==> config.mk <==
export PLATFORM = sky130hd
export DESIGN_NAME = rtmr_timer
export DESIGN_NICKNAME = d
export VERILOG_FILES = /design/src/include/rtmr_pkg.sv /design/src/logic/rtmr_prescaler.sv /design/src/logic/rtmr_irq.sv /design/src/logic/rtmr_timer.sv
export SDC_FILE = /design/constraint.sdc
export NUM_CORES = 1
export LEC_CHECK = 0
export BUFFER_PORTS_ARGS = -buffer_cell sky130_fd_sc_hd__buf_2
export CAP_MARGIN = 10
export CELL_PAD_IN_SITES_DETAIL_PLACEMENT = 1
export CELL_PAD_IN_SITES_GLOBAL_PLACEMENT = 2
export CORE_MARGIN = 2
export CORE_UTILIZATION = 35
export CTS_CLUSTER_DIAMETER = 30
export DETAILED_ROUTE_END_ITERATION = 8
export PLACE_DENSITY_LB_ADDON = 0.1
export SYNTH_ARGS = -nofsm -noshare
export SYNTH_HDL_FRONTEND = slang
export SYNTH_SLANG_ARGS = --single-unit
==> constraint.sdc <==
create_clock -name clock -period 1.9 [get_ports clock]
set_input_delay 0.38 -clock clock [delete_from_list [all_inputs] [get_ports clock]]
set_output_delay 0.38 -clock clock [all_outputs]
set_load 0.005 [all_outputs]
==> src/include/rtmr_pkg.sv <==
// Package of constants and carrier types for the reload timer
`default_nettype none
package rtmr_pkg;
	// Register offsets
	localparam logic [7:0] OFS_IRQ_ENABLE   = 8'h0B;
	localparam logic [7:0] OFS_IRQ_FLAG     = 8'h0C;
	localparam logic [7:0] OFS_COUNT        = 8'h12;
	localparam logic [7:0] OFS_RELOAD       = 8'h13;
	localparam logic [7:0] OFS_PRESCALE     = 8'h14;
	localparam logic [7:0] OFS_MISC_CTRL    = 8'h16;
	localparam logic [7:0] OFS_OUT_ENABLE   = 8'h98;
	// Field positions
	localparam int         BIT_TIMER_IRQ    = 5;
	localparam int         BIT_COUNT_STOP   = 4;
	localparam int         BIT_TOGGLE_OE    = 6;
	localparam int         PSC_W            = 4;
	// Reset values
	localparam logic [7:0] RST_BYTE         = 8'h00;
	localparam logic [PSC_W-1:0] RST_PSC    = 4'h0;
	// Prescaler chain width: divide by up to 512 of the system clock
	localparam int         DIV_W            = 9;

	// Register port request
	typedef struct packed {
		logic [7:0] addr;
		logic [7:0] wdata;
		logic       wr;
		logic       rd;
	} rtmr_req_t;

	// Prescaler code to the index of the chain bit whose carry ticks
	function automatic logic [3:0] rtmr_tap(input logic [PSC_W-1:0] code);
		rtmr_tap = code[3] ? 4'h8 : {1'b0, code[2:0]};
	endfunction
endpackage
`default_nettype wire

==> src/logic/rtmr_prescaler.sv <==
// Power-of-two prescaler producing one-cycle tick enables
`default_nettype none
module rtmr_prescaler (
	input  wire logic                       clock,
	input  wire logic                       sys_rst,
	input  wire logic                       clear,
	input  wire logic [rtmr_pkg::PSC_W-1:0] code,
	output logic                            tick
);
	logic [rtmr_pkg::DIV_W-1:0] div_r;
	logic [3:0]                 tap;

	// Free divider; cleared when counter or prescaler is written
	always_ff @(posedge clock or posedge sys_rst) begin
		if (sys_rst) begin
			div_r <= '0;
		end else if (clear) begin
			div_r <= '0;
		end else begin
			div_r <= div_r + 9'h001;
		end
	end

	// Tick when all bits up to the tap are ones: divide by 2^(tap+1)
	always_comb begin
		tap  = rtmr_pkg::rtmr_tap(code);
		tick = 1'b1;
		for (int i = 0; i < rtmr_pkg::DIV_W; i++) begin
			if (i <= int'(tap) && !div_r[i]) begin
				tick = 1'b0;
			end
		end
	end
endmodule
`default_nettype wire

==> src/logic/rtmr_irq.sv <==
// Sticky timer event flag with enable gating
`default_nettype none
module rtmr_irq (
	input  wire logic clock,
	input  wire logic sys_rst,
	input  wire logic event_set,
	input  wire logic flag_wr,
	input  wire logic flag_wdata,
	input  wire logic enable,
	output logic      pending,
	output logic      irq
);
	logic pending_r;

	// Set wins over a software clear in the same cycle
	always_ff @(posedge clock or posedge sys_rst) begin
		if (sys_rst) begin
			pending_r <= 1'b0;
		end else if (event_set) begin
			pending_r <= 1'b1;
		end else if (flag_wr && !flag_wdata) begin
			pending_r <= 1'b0;
		end
	end

	assign pending = pending_r;
	assign irq     = pending_r & enable;
endmodule
`default_nettype wire

==> src/logic/rtmr_timer.sv <==
// Eight-bit auto-reload interval timer with toggle output and register port
//
// Added by the designer: the address-and-strobe port.
`default_nettype none
// Register map, byte offsets on the register port
//   0x0B  interrupt enable byte; bit 5 gates the timer request
//   0x0C  interrupt flag byte; bit 5 is the sticky timer pending flag
//   0x12  timer count; read and write at any time
//   0x13  reload value; write-only, reads back zero
//   0x14  prescaler control; low four bits hold the code, write-only
//   0x16  miscellaneous control; bit 4 stops counting
//   0x98  output enable byte; bit 6 routes the toggle to the pin
// Timing summary
//   A tick comes every 2^(code+1) clocks, or every 512 clocks with code bit 3 set
//   A count write or prescaler write restarts the divider, so the next tick is whole
//   A count write in a tick cycle wins; that tick is lost
//   Overflow reloads, sets the pending flag and flips the toggle on one edge
//   Flag clear and overflow in one cycle: the flag stays set
//   Read data stand for one cycle after the read strobe, zero otherwise
// Usage hazards
//   Writing the count restarts the prescaler, so frequent writes stretch the period
//   The toggle level survives disabling the pin; it reappears when re-enabled
module rtmr_timer (
	input  wire logic       clock,
	input  wire logic       sys_rst,
	input  wire logic [7:0] reg_addr,
	input  wire logic [7:0] reg_wdata,
	input  wire logic       reg_wr,
	input  wire logic       reg_rd,
	output logic [7:0]      reg_rdata,
	output logic            toggle_pin_out,
	output logic            toggle_pin_oe,
	output logic            irq
);
	rtmr_pkg::rtmr_req_t      req;
	logic [7:0]               timer_count_r;
	logic [7:0]               reload_value_r;
	logic [rtmr_pkg::PSC_W-1:0] prescale_code_r;
	logic [7:0]               irq_enable_r;
	logic [7:0]               misc_ctrl_r;
	logic [7:0]               out_enable_r;
	logic                     overflow_toggle_out_r;
	logic [7:0]               rdata_r;
	logic                     wr_count;
	logic                     wr_psc;
	logic                     wr_flag;
	logic                     tick;
	logic                     count_stop;
	logic                     step;
	logic                     overflow;
	logic                     pending;

	// Bundle the register port
	assign req = '{addr: reg_addr, wdata: reg_wdata, wr: reg_wr, rd: reg_rd};

	// Write decode
	always_comb begin
		wr_count = 1'b0;
		wr_psc   = 1'b0;
		wr_flag  = 1'b0;
		if (req.wr && req.addr == rtmr_pkg::OFS_COUNT) begin
			wr_count = 1'b1;
		end else if (req.wr && req.addr == rtmr_pkg::OFS_PRESCALE) begin
			wr_psc = 1'b1;
		end else if (req.wr && req.addr == rtmr_pkg::OFS_IRQ_FLAG) begin
			wr_flag = 1'b1;
		end
	end

	// Control registers
	always_ff @(posedge clock or posedge sys_rst) begin
		if (sys_rst) begin
			reload_value_r  <= rtmr_pkg::RST_BYTE;
			prescale_code_r <= rtmr_pkg::RST_PSC;
			irq_enable_r    <= rtmr_pkg::RST_BYTE;
			misc_ctrl_r     <= rtmr_pkg::RST_BYTE;
			out_enable_r    <= rtmr_pkg::RST_BYTE;
		end else if (req.wr) begin
			if (req.addr == rtmr_pkg::OFS_RELOAD) begin
				reload_value_r <= req.wdata;
			end else if (req.addr == rtmr_pkg::OFS_PRESCALE) begin
				prescale_code_r <= req.wdata[rtmr_pkg::PSC_W-1:0];
			end else if (req.addr == rtmr_pkg::OFS_IRQ_ENABLE) begin
				irq_enable_r <= req.wdata;
			end else if (req.addr == rtmr_pkg::OFS_MISC_CTRL) begin
				misc_ctrl_r <= req.wdata;
			end else if (req.addr == rtmr_pkg::OFS_OUT_ENABLE) begin
				out_enable_r <= req.wdata;
			end
		end
	end

	// Prescaler restarts on counter or prescaler writes so the first period is whole
	rtmr_prescaler u_psc (
		.clock   (clock),
		.sys_rst (sys_rst),
		.clear   (wr_count | wr_psc),
		.code    (prescale_code_r),
		.tick    (tick)
	);

	assign count_stop = misc_ctrl_r[rtmr_pkg::BIT_COUNT_STOP];
	assign step       = tick & ~count_stop & ~wr_count;
	assign overflow   = step & (timer_count_r == 8'hFF);

	// Counter: software write wins, else step or reload
	always_ff @(posedge clock or posedge sys_rst) begin
		if (sys_rst) begin
			timer_count_r <= rtmr_pkg::RST_BYTE;
		end else if (wr_count) begin
			timer_count_r <= req.wdata;
		end else if (overflow) begin
			timer_count_r <= reload_value_r;
		end else if (step) begin
			timer_count_r <= timer_count_r + 8'h01;
		end
	end

	// Toggle output flips on each overflow
	always_ff @(posedge clock or posedge sys_rst) begin
		if (sys_rst) begin
			overflow_toggle_out_r <= 1'b0;
		end else if (overflow) begin
			overflow_toggle_out_r <= ~overflow_toggle_out_r;
		end
	end

	// Pin routing gated by the output enable bit
	assign toggle_pin_oe  = out_enable_r[rtmr_pkg::BIT_TOGGLE_OE];
	assign toggle_pin_out = overflow_toggle_out_r & toggle_pin_oe;

	// Pending flag and interrupt request
	rtmr_irq u_irq (
		.clock      (clock),
		.sys_rst    (sys_rst),
		.event_set  (overflow),
		.flag_wr    (wr_flag),
		.flag_wdata (req.wdata[rtmr_pkg::BIT_TIMER_IRQ]),
		.enable     (irq_enable_r[rtmr_pkg::BIT_TIMER_IRQ]),
		.pending    (pending),
		.irq        (irq)
	);

	// Read data one cycle after the strobe; write-only and unmapped read zero
	always_ff @(posedge clock or posedge sys_rst) begin
		if (sys_rst) begin
			rdata_r <= rtmr_pkg::RST_BYTE;
		end else if (req.rd) begin
			if (req.addr == rtmr_pkg::OFS_COUNT) begin
				rdata_r <= timer_count_r;
			end else if (req.addr == rtmr_pkg::OFS_IRQ_FLAG) begin
				rdata_r <= 8'(pending) << rtmr_pkg::BIT_TIMER_IRQ;
			end else if (req.addr == rtmr_pkg::OFS_IRQ_ENABLE) begin
				rdata_r <= irq_enable_r;
			end else if (req.addr == rtmr_pkg::OFS_MISC_CTRL) begin
				rdata_r <= misc_ctrl_r;
			end else if (req.addr == rtmr_pkg::OFS_OUT_ENABLE) begin
				rdata_r <= out_enable_r;
			end else begin
				rdata_r <= rtmr_pkg::RST_BYTE;
			end
		end else begin
			rdata_r <= rtmr_pkg::RST_BYTE;
		end
	end

	assign reg_rdata = rdata_r;
endmodule
`default_nettype wire

* Word-level counts from Yosys, hierarchy flattened
Cells that the tools add are included.
** Storage, ports and cells
- Register bits :: 63
- Bits of input ports :: 20
- Output and inout port bits :: 11
- Word-level logic and storage cells :: 97
** Cells by class
- Add/sub/neg operators :: 2
- Order comparisons :: 8
- Eq/ne operators :: 8
- Muxes and demuxes :: 28
- Bitwise operators :: 13
- Reductions and logical operators :: 28
** Operators with widths (count)
- $mux 8 :: 9
- $eq 8x5->1 const B :: 4
- $mux 1 :: 17
- $eq 8x4->1 const B :: 2
- $eq 8x8->1 const B :: 2
- $le 3x4->1 const A :: 4
- $logic_and 1x1->1 :: 12
- $add 9x1->9 const B :: 1
- $logic_not 1->1 :: 9
- $mux 9 :: 1
- $add 8x1->8 const B :: 1
- $le 2x4->1 const A :: 2
- $not 1->1 :: 7
- $reduce_and 6->1 :: 1
- $and 1x1->1 :: 5
- $reduce_and 5->1 :: 1
- $le 1x4->1 const A :: 1
- $le 4x4->1 const A :: 1
- $mux 4 :: 1
- $reduce_and 4->1 :: 1
- $reduce_and 3->1 :: 1
- $reduce_bool 3->1 :: 1
- $reduce_and 2->1 :: 1
- $reduce_bool 2->1 :: 1
- $or 1x1->1 :: 1

* Depth between registers and ports, before layout
- Depth in word-level cells :: 16
- Gate-level depth with buffers :: 8
- Depth with buffers taken out :: 6

* Cells and area by module
A second synthesis with hierarchy kept.
** Second synthesis, totals
- Cells, all modules :: 289
- Area, all modules :: 3189.3 um^2
** Modules (own cells, without submodules)
- rtmr_timer :: times used 1, cells each 234, area each 2675.1 um^2, seq. area each 1326.3 um^2
- rtmr_prescaler :: times used 1, cells each 50, area each 465.4 um^2, seq. area each 225.2 um^2
- rtmr_irq :: times used 1, cells each 5, area each 48.8 um^2, seq. area each 25.0 um^2

* Least setup slack after synthesis
OpenSTA, ideal clock, no wires.
- Kind :: input-to-reg
- Start :: input reg_addr[0]
- End :: register out_enable_r[0]
- Library setup time :: 0.125 ns
- Arrival :: 1.904 ns
- Data required time :: 1.775 ns
- Slack :: -0.129 ns
- Stages on the path :: 5
- Path buffers :: 1
- Cells stage by stage :: buf_6 -> or4b_4 -> nor4_4 -> nand2_4 -> mux2_2
** On the way
- Longest elaborated chain between the ends :: 3
- Elaborated cells between the ends (all ways) :: 10
- Classes of those cells :: 5 x eq/ne; 4 x bitwise; 1 x reduce/logical
** RTL lines
- from (decl) :: line rtmr_timer.sv:26 : input wire logic [7:0] reg_addr,
- $eq 8x5->1, or another cell as far along :: line rtmr_timer.sv:85 : end else if (req.addr == rtmr_pkg::OFS_MISC_CTRL) begin
- $not 1->1 (no line)
- $reduce_and 6->1 (no line) (*)
- to (signal assigned) :: line rtmr_timer.sv:77 : out_enable_r <= rtmr_pkg::RST_BYTE;
- to (signal assigned) :: line rtmr_timer.sv:88 : out_enable_r <= req.wdata;
- to (decl) :: line rtmr_timer.sv:41 : logic [7:0] out_enable_r;
Every way passes the cells marked *; elsewhere a longest branch is shown, timed or not.
A chain may end at the register's enable or synchronous reset.

* Worst setup path after layout
- Start :: register prescale_code_r[1] (netlist bit)
- End :: register timer_count_r[5]
** On the way
- Longest elaborated chain between the ends :: 16
- Elaborated cells between the ends (all ways) :: 31
- Classes of those cells :: 8 x order compare; 11 x mux; 3 x bitwise; 9 x reduce/logical
** RTL lines
- from (decl) :: line rtmr_timer.sv:38 : logic [rtmr_pkg::PSC_W-1:0] prescale_code_r;
- from (signal assigned) :: line rtmr_timer.sv:74 : prescale_code_r <= rtmr_pkg::RST_PSC;
- from (signal assigned) :: line rtmr_timer.sv:82 : prescale_code_r <= req.wdata[rtmr_pkg::PSC_W-1:0];
- $mux 4 (*) :: line rtmr_pkg.sv:33 : rtmr_tap = code[3] ? 4'h8 : {1'b0, code[2:0]};
- $le 1x4->1 :: line rtmr_prescaler.sv:29 : if (i <= int'(tap) && !div_r[i]) begin
- $logic_and 1x1->1 :: line rtmr_prescaler.sv:29
- $mux 1 (7 in a row) :: line rtmr_prescaler.sv:29
- $mux 1 (*) :: line rtmr_prescaler.sv:29
- $and 1x1->1 (*) (2 in a row) :: line rtmr_timer.sv:103 : assign step = tick & ~count_stop & ~wr_count;
- $and 1x1->1 :: line rtmr_timer.sv:104 : assign overflow = step & (timer_count_r == 8'hFF);
- $mux 8 :: line rtmr_timer.sv:112 : end else if (overflow) begin
- $mux 8 :: line rtmr_timer.sv:110 : end else if (wr_count) begin
- to (signal assigned) :: line rtmr_timer.sv:109 : timer_count_r <= rtmr_pkg::RST_BYTE;
- to (signal assigned) :: line rtmr_timer.sv:111 : timer_count_r <= req.wdata;
- to (signal assigned) :: line rtmr_timer.sv:113 : timer_count_r <= reload_value_r;
- to (decl) :: line rtmr_timer.sv:36 : logic [7:0] timer_count_r;
Marks and branches as above.

==> impl_metrics.yaml <==
outcome:
  run_status: "finished clean"
setup_path:
  slowest_delay_ns: 0.38
  startpoint_type: "flop"
  crit_path_cell_trace: "nor2b_1 -> o221a_2 -> a2111oi_4 -> buf_4 -> buf_6 -> and4_1 -> a211oi_1"
  cp_slowest_cell: "dfrtp_1"
  endpoint_kind: "flop"
  path_max_fanout: 7
  arrival_ns: 2.05
  worstSetupPathType: "reg -> reg"
  critPathRequiredTime_ns: 2.12
  rrSetupSlack_ns: 0.07
floorplanning:
  io_pins: 31
  die-area_um2: 9497
  num_rows: 34
  fp.dieW_um: 97.45
  die_y_um: 97.45
  initial_core_util: 0.3557
  core_um2: 8593
synthesis:
  ys_seq_area_frac: 0.5158
  ys.flop_type: "dfrtp_1"
  ys_warn_count: 0
  synthTopCellsByArea: "dfrtp_1 52%, mux2_2 14%, nand2_1 2.9%"
  yosysUniqueCellTypes: 47
  synth_edf_count: 0
  syn_area_per_cell_um2: 11.45
  synth_top_cell_by_area: "dfrtp_1"
  synthDominantCellAreaShare: 0.5158
  syn_area_um2: 3057
  yosys_register_bits: 63
  synthCells: 267
  synth_fp_nets: 289
  synth-async-reset-ratio: 1.000
route:
  vias: 2336
  drc: 0
  drt_iter0_drc: 98
  routed_wirelength_mm: 8.099
  wire_per_inst_um: 18.45
  drtAntennaViolNets: 0
  routed_via_density: 5.321
  firstDrtPassIters: 4
clocking:
  cts_made_buffers: 9
  postCtsHoldBufs: 0
  cts_root_buffer: "clkbuf_8"
  insertion_delay_ns: 0.33
  clockBufferDepth: 2
  clock-sinks: 63
  ctsHtreeMaxLevel: 3
  cts_tree: "yes"
  clk_pin_slew_ns: 0.07
timing:
  period_minus_slack_ns: 1.832
  maxSlewHeadroom: 0.7332
  drv_slew: 0
  fin_crit_sh: 0.9644
  worstMarginPinSlew_ns: 0.4002
  setup_violations: 0
  max_freq_ghz: 0.5457
  fin_tns_setup_ns: 0
  finalHoldViolCount: 0
  finalClockSkew_ns: 0.007822
power_and_ir_drop:
  seqPwrFrac: 0.475
  p_sw_mw: 1.128
  swShare: 0.3035
  p_leak_nw: 1.853
  internal-power_mw: 2.589
  pwr_density_cell_nw_per_um2: 978.4
  clkPwrFrac: 0.305
  ir_worst_vdd_mv: 0.3471
  pwr-share-comb: 0.220
place:
  hpwl_mm: 5.675
  io_buffers: 30
  dpl.cell_count: 423
  gp_congestion: 0.7760
global_routing:
  antenna_found_initial: 0
  grt_pass1_wl_mm: 13.52
  grt_use_total: 0.1838
  grt_max_degree: 64
  overflow: 0
  grt_pass1_vias: 2496
cells_and_area:
  num-nets-final: 350
  final_cells: 439
  area_growth_pct: 24.31
  multi_input_area_um2: 1400
  final_cell_mix: "63 x dfrtp_1, 38 x mux2_2, 30 x buf_2, 28 x buf_4, 24 x nand2_1"
  drive_gt1_frac: 0.3776
  diodes: 0
  layout_commonest_cell: "dfrtp_1"
  fillers: 957
  regArea_um2: 1577
worst_hold_path:
  timing.hold.worst.class: "in -> async"
job:
  cap_violations: 0
## sequential cells by signal, indices dropped and copies added (netlist names)
register and flops:
overflow_toggle_out_r 1, prescale_code_r 4, reload_value_r 8, reg_rdata 8, irq_enable_r 8, timer_count_r 8
out_enable_r 8, u_psc.div_r 9, misc_ctrl_r 8, u_irq.pending 1
## kinds of logic after synthesis
group | Yosys count | share of synthesized area
buffers and inverters | 21 | 0.03152
DFF | 63 | 0.5158
and+or+nand+nor | 82 | 0.1457
AOI/OAI and AO/OA | 47 | 0.1167
adders and majority gates | 2 | 0.008185
muxes | 43 | 0.1564
xor gates and xnor gates | 9 | 0.02579
## through the flow
| step | hold WS, ns | power [mW] | utilization | area, um2 | worst slack, ns |
|---|---|---|---|---|---|
| after floorplan | 0.4391 | 2.243 | - | 3064 | -0.1244 |
| after global placement | 0.4582 | 2.572 | 0.4169 | 3582 | -0.2239 |
| after detailed placement | 0.4942 | 2.590 | 0.4169 | 3582 | -0.2140 |
| after CTS | 0.1386 | 3.739 | 0.4377 | 3761 | 0.05265 |
| after global routing | 0.1497 | 3.948 | 0.4422 | 3800 | -0.01737 |
| final | 0.1185 | 3.718 | 0.4422 | 3800 | 0.06765 |
## final timing paths
check | end | cells after the start | start
setup / recovery | timer_count_r[5] | 7 | prescale_code_r[1]
hold / removal | out_enable_r[5] | 3 | sys_rst
setup reg to reg | timer_count_r[5] | 7 | prescale_code_r[1]
hold reg to reg | overflow_toggle_out_r | 1 | overflow_toggle_out_r
max in group asynchronous | out_enable_r[6] | 3 | sys_rst
min in group clock | reg_rdata[5] | 3 | reg_rd
## critical path, delay by kind of cell (launching register included)
family | cells | cell delay [ns]
and+or+nand+nor | 2 | 0.31
buffers and inverters | 2 | 0.31
AOI/OAI and AO/OA | 3 | 0.71
DFF | 1 | 0.38
## power by group through the flow
| stage | Combinational [mW] | Clock [mW] | Sequential [mW] |
|---|---|---|---|
| floorplan | 0.503 | 0 | 1.74 |
| global placement | 0.791 | 0 | 1.78 |
| detailed placement | 0.802 | 0 | 1.79 |
| CTS | 0.810 | 1.16 | 1.77 |
| global route | 0.925 | 1.22 | 1.80 |
| finish | 0.818 | 1.13 | 1.77 |
## area by class of cell
type / count / share of cell area
tap: 108 / 0.03556
multi-input combinational: 183 / 0.3685
sequential: 63 / 0.4149
clock buffer: 13 / 0.03918
timing repair buffer: 65 / 0.1271
inverter: 6 / 0.006915
clock inverter: 1 / 0.007903
## metal layers
layer | vias up | wire (um) | track usage
li1 | 1096 | - | -
met1 | 1184 | 3972 | 0.2559
met2 | 47 | 3730 | 0.2822
met3 | 9 | 268 | 0.03453
met4 | 0 | 127 | 0.07692
met5 | - | 0 | 0
## cells in the mapped netlist (3+ instances only)
| library cell | count |
|---|---|
| a222oi_1 | 7 |
| a31oi_1 | 3 |
| a41o_1 | 3 |
| and2_1 | 3 |
| and3_1 | 9 |
| buf_2 | 5 |
| clkbuf_1 | 7 |
| dfrtp_1 | 63 |
| inv_1 | 6 |
| mux2_2 | 38 |
| mux2i_1 | 5 |
| nand2_1 | 24 |
| nand3_1 | 13 |
| nor2_1 | 17 |
| nor2b_1 | 3 |
| o21ai_0 | 16 |
| xnor2_1 | 5 |
| xor2_1 | 4 |
## what timing repair did
action                     CTS  global route
gates resized for setup      0            10
setup endpoints to repair    0             8
setup buffers                0             1
Note: power is estimated with default switching activity, not from simulation.
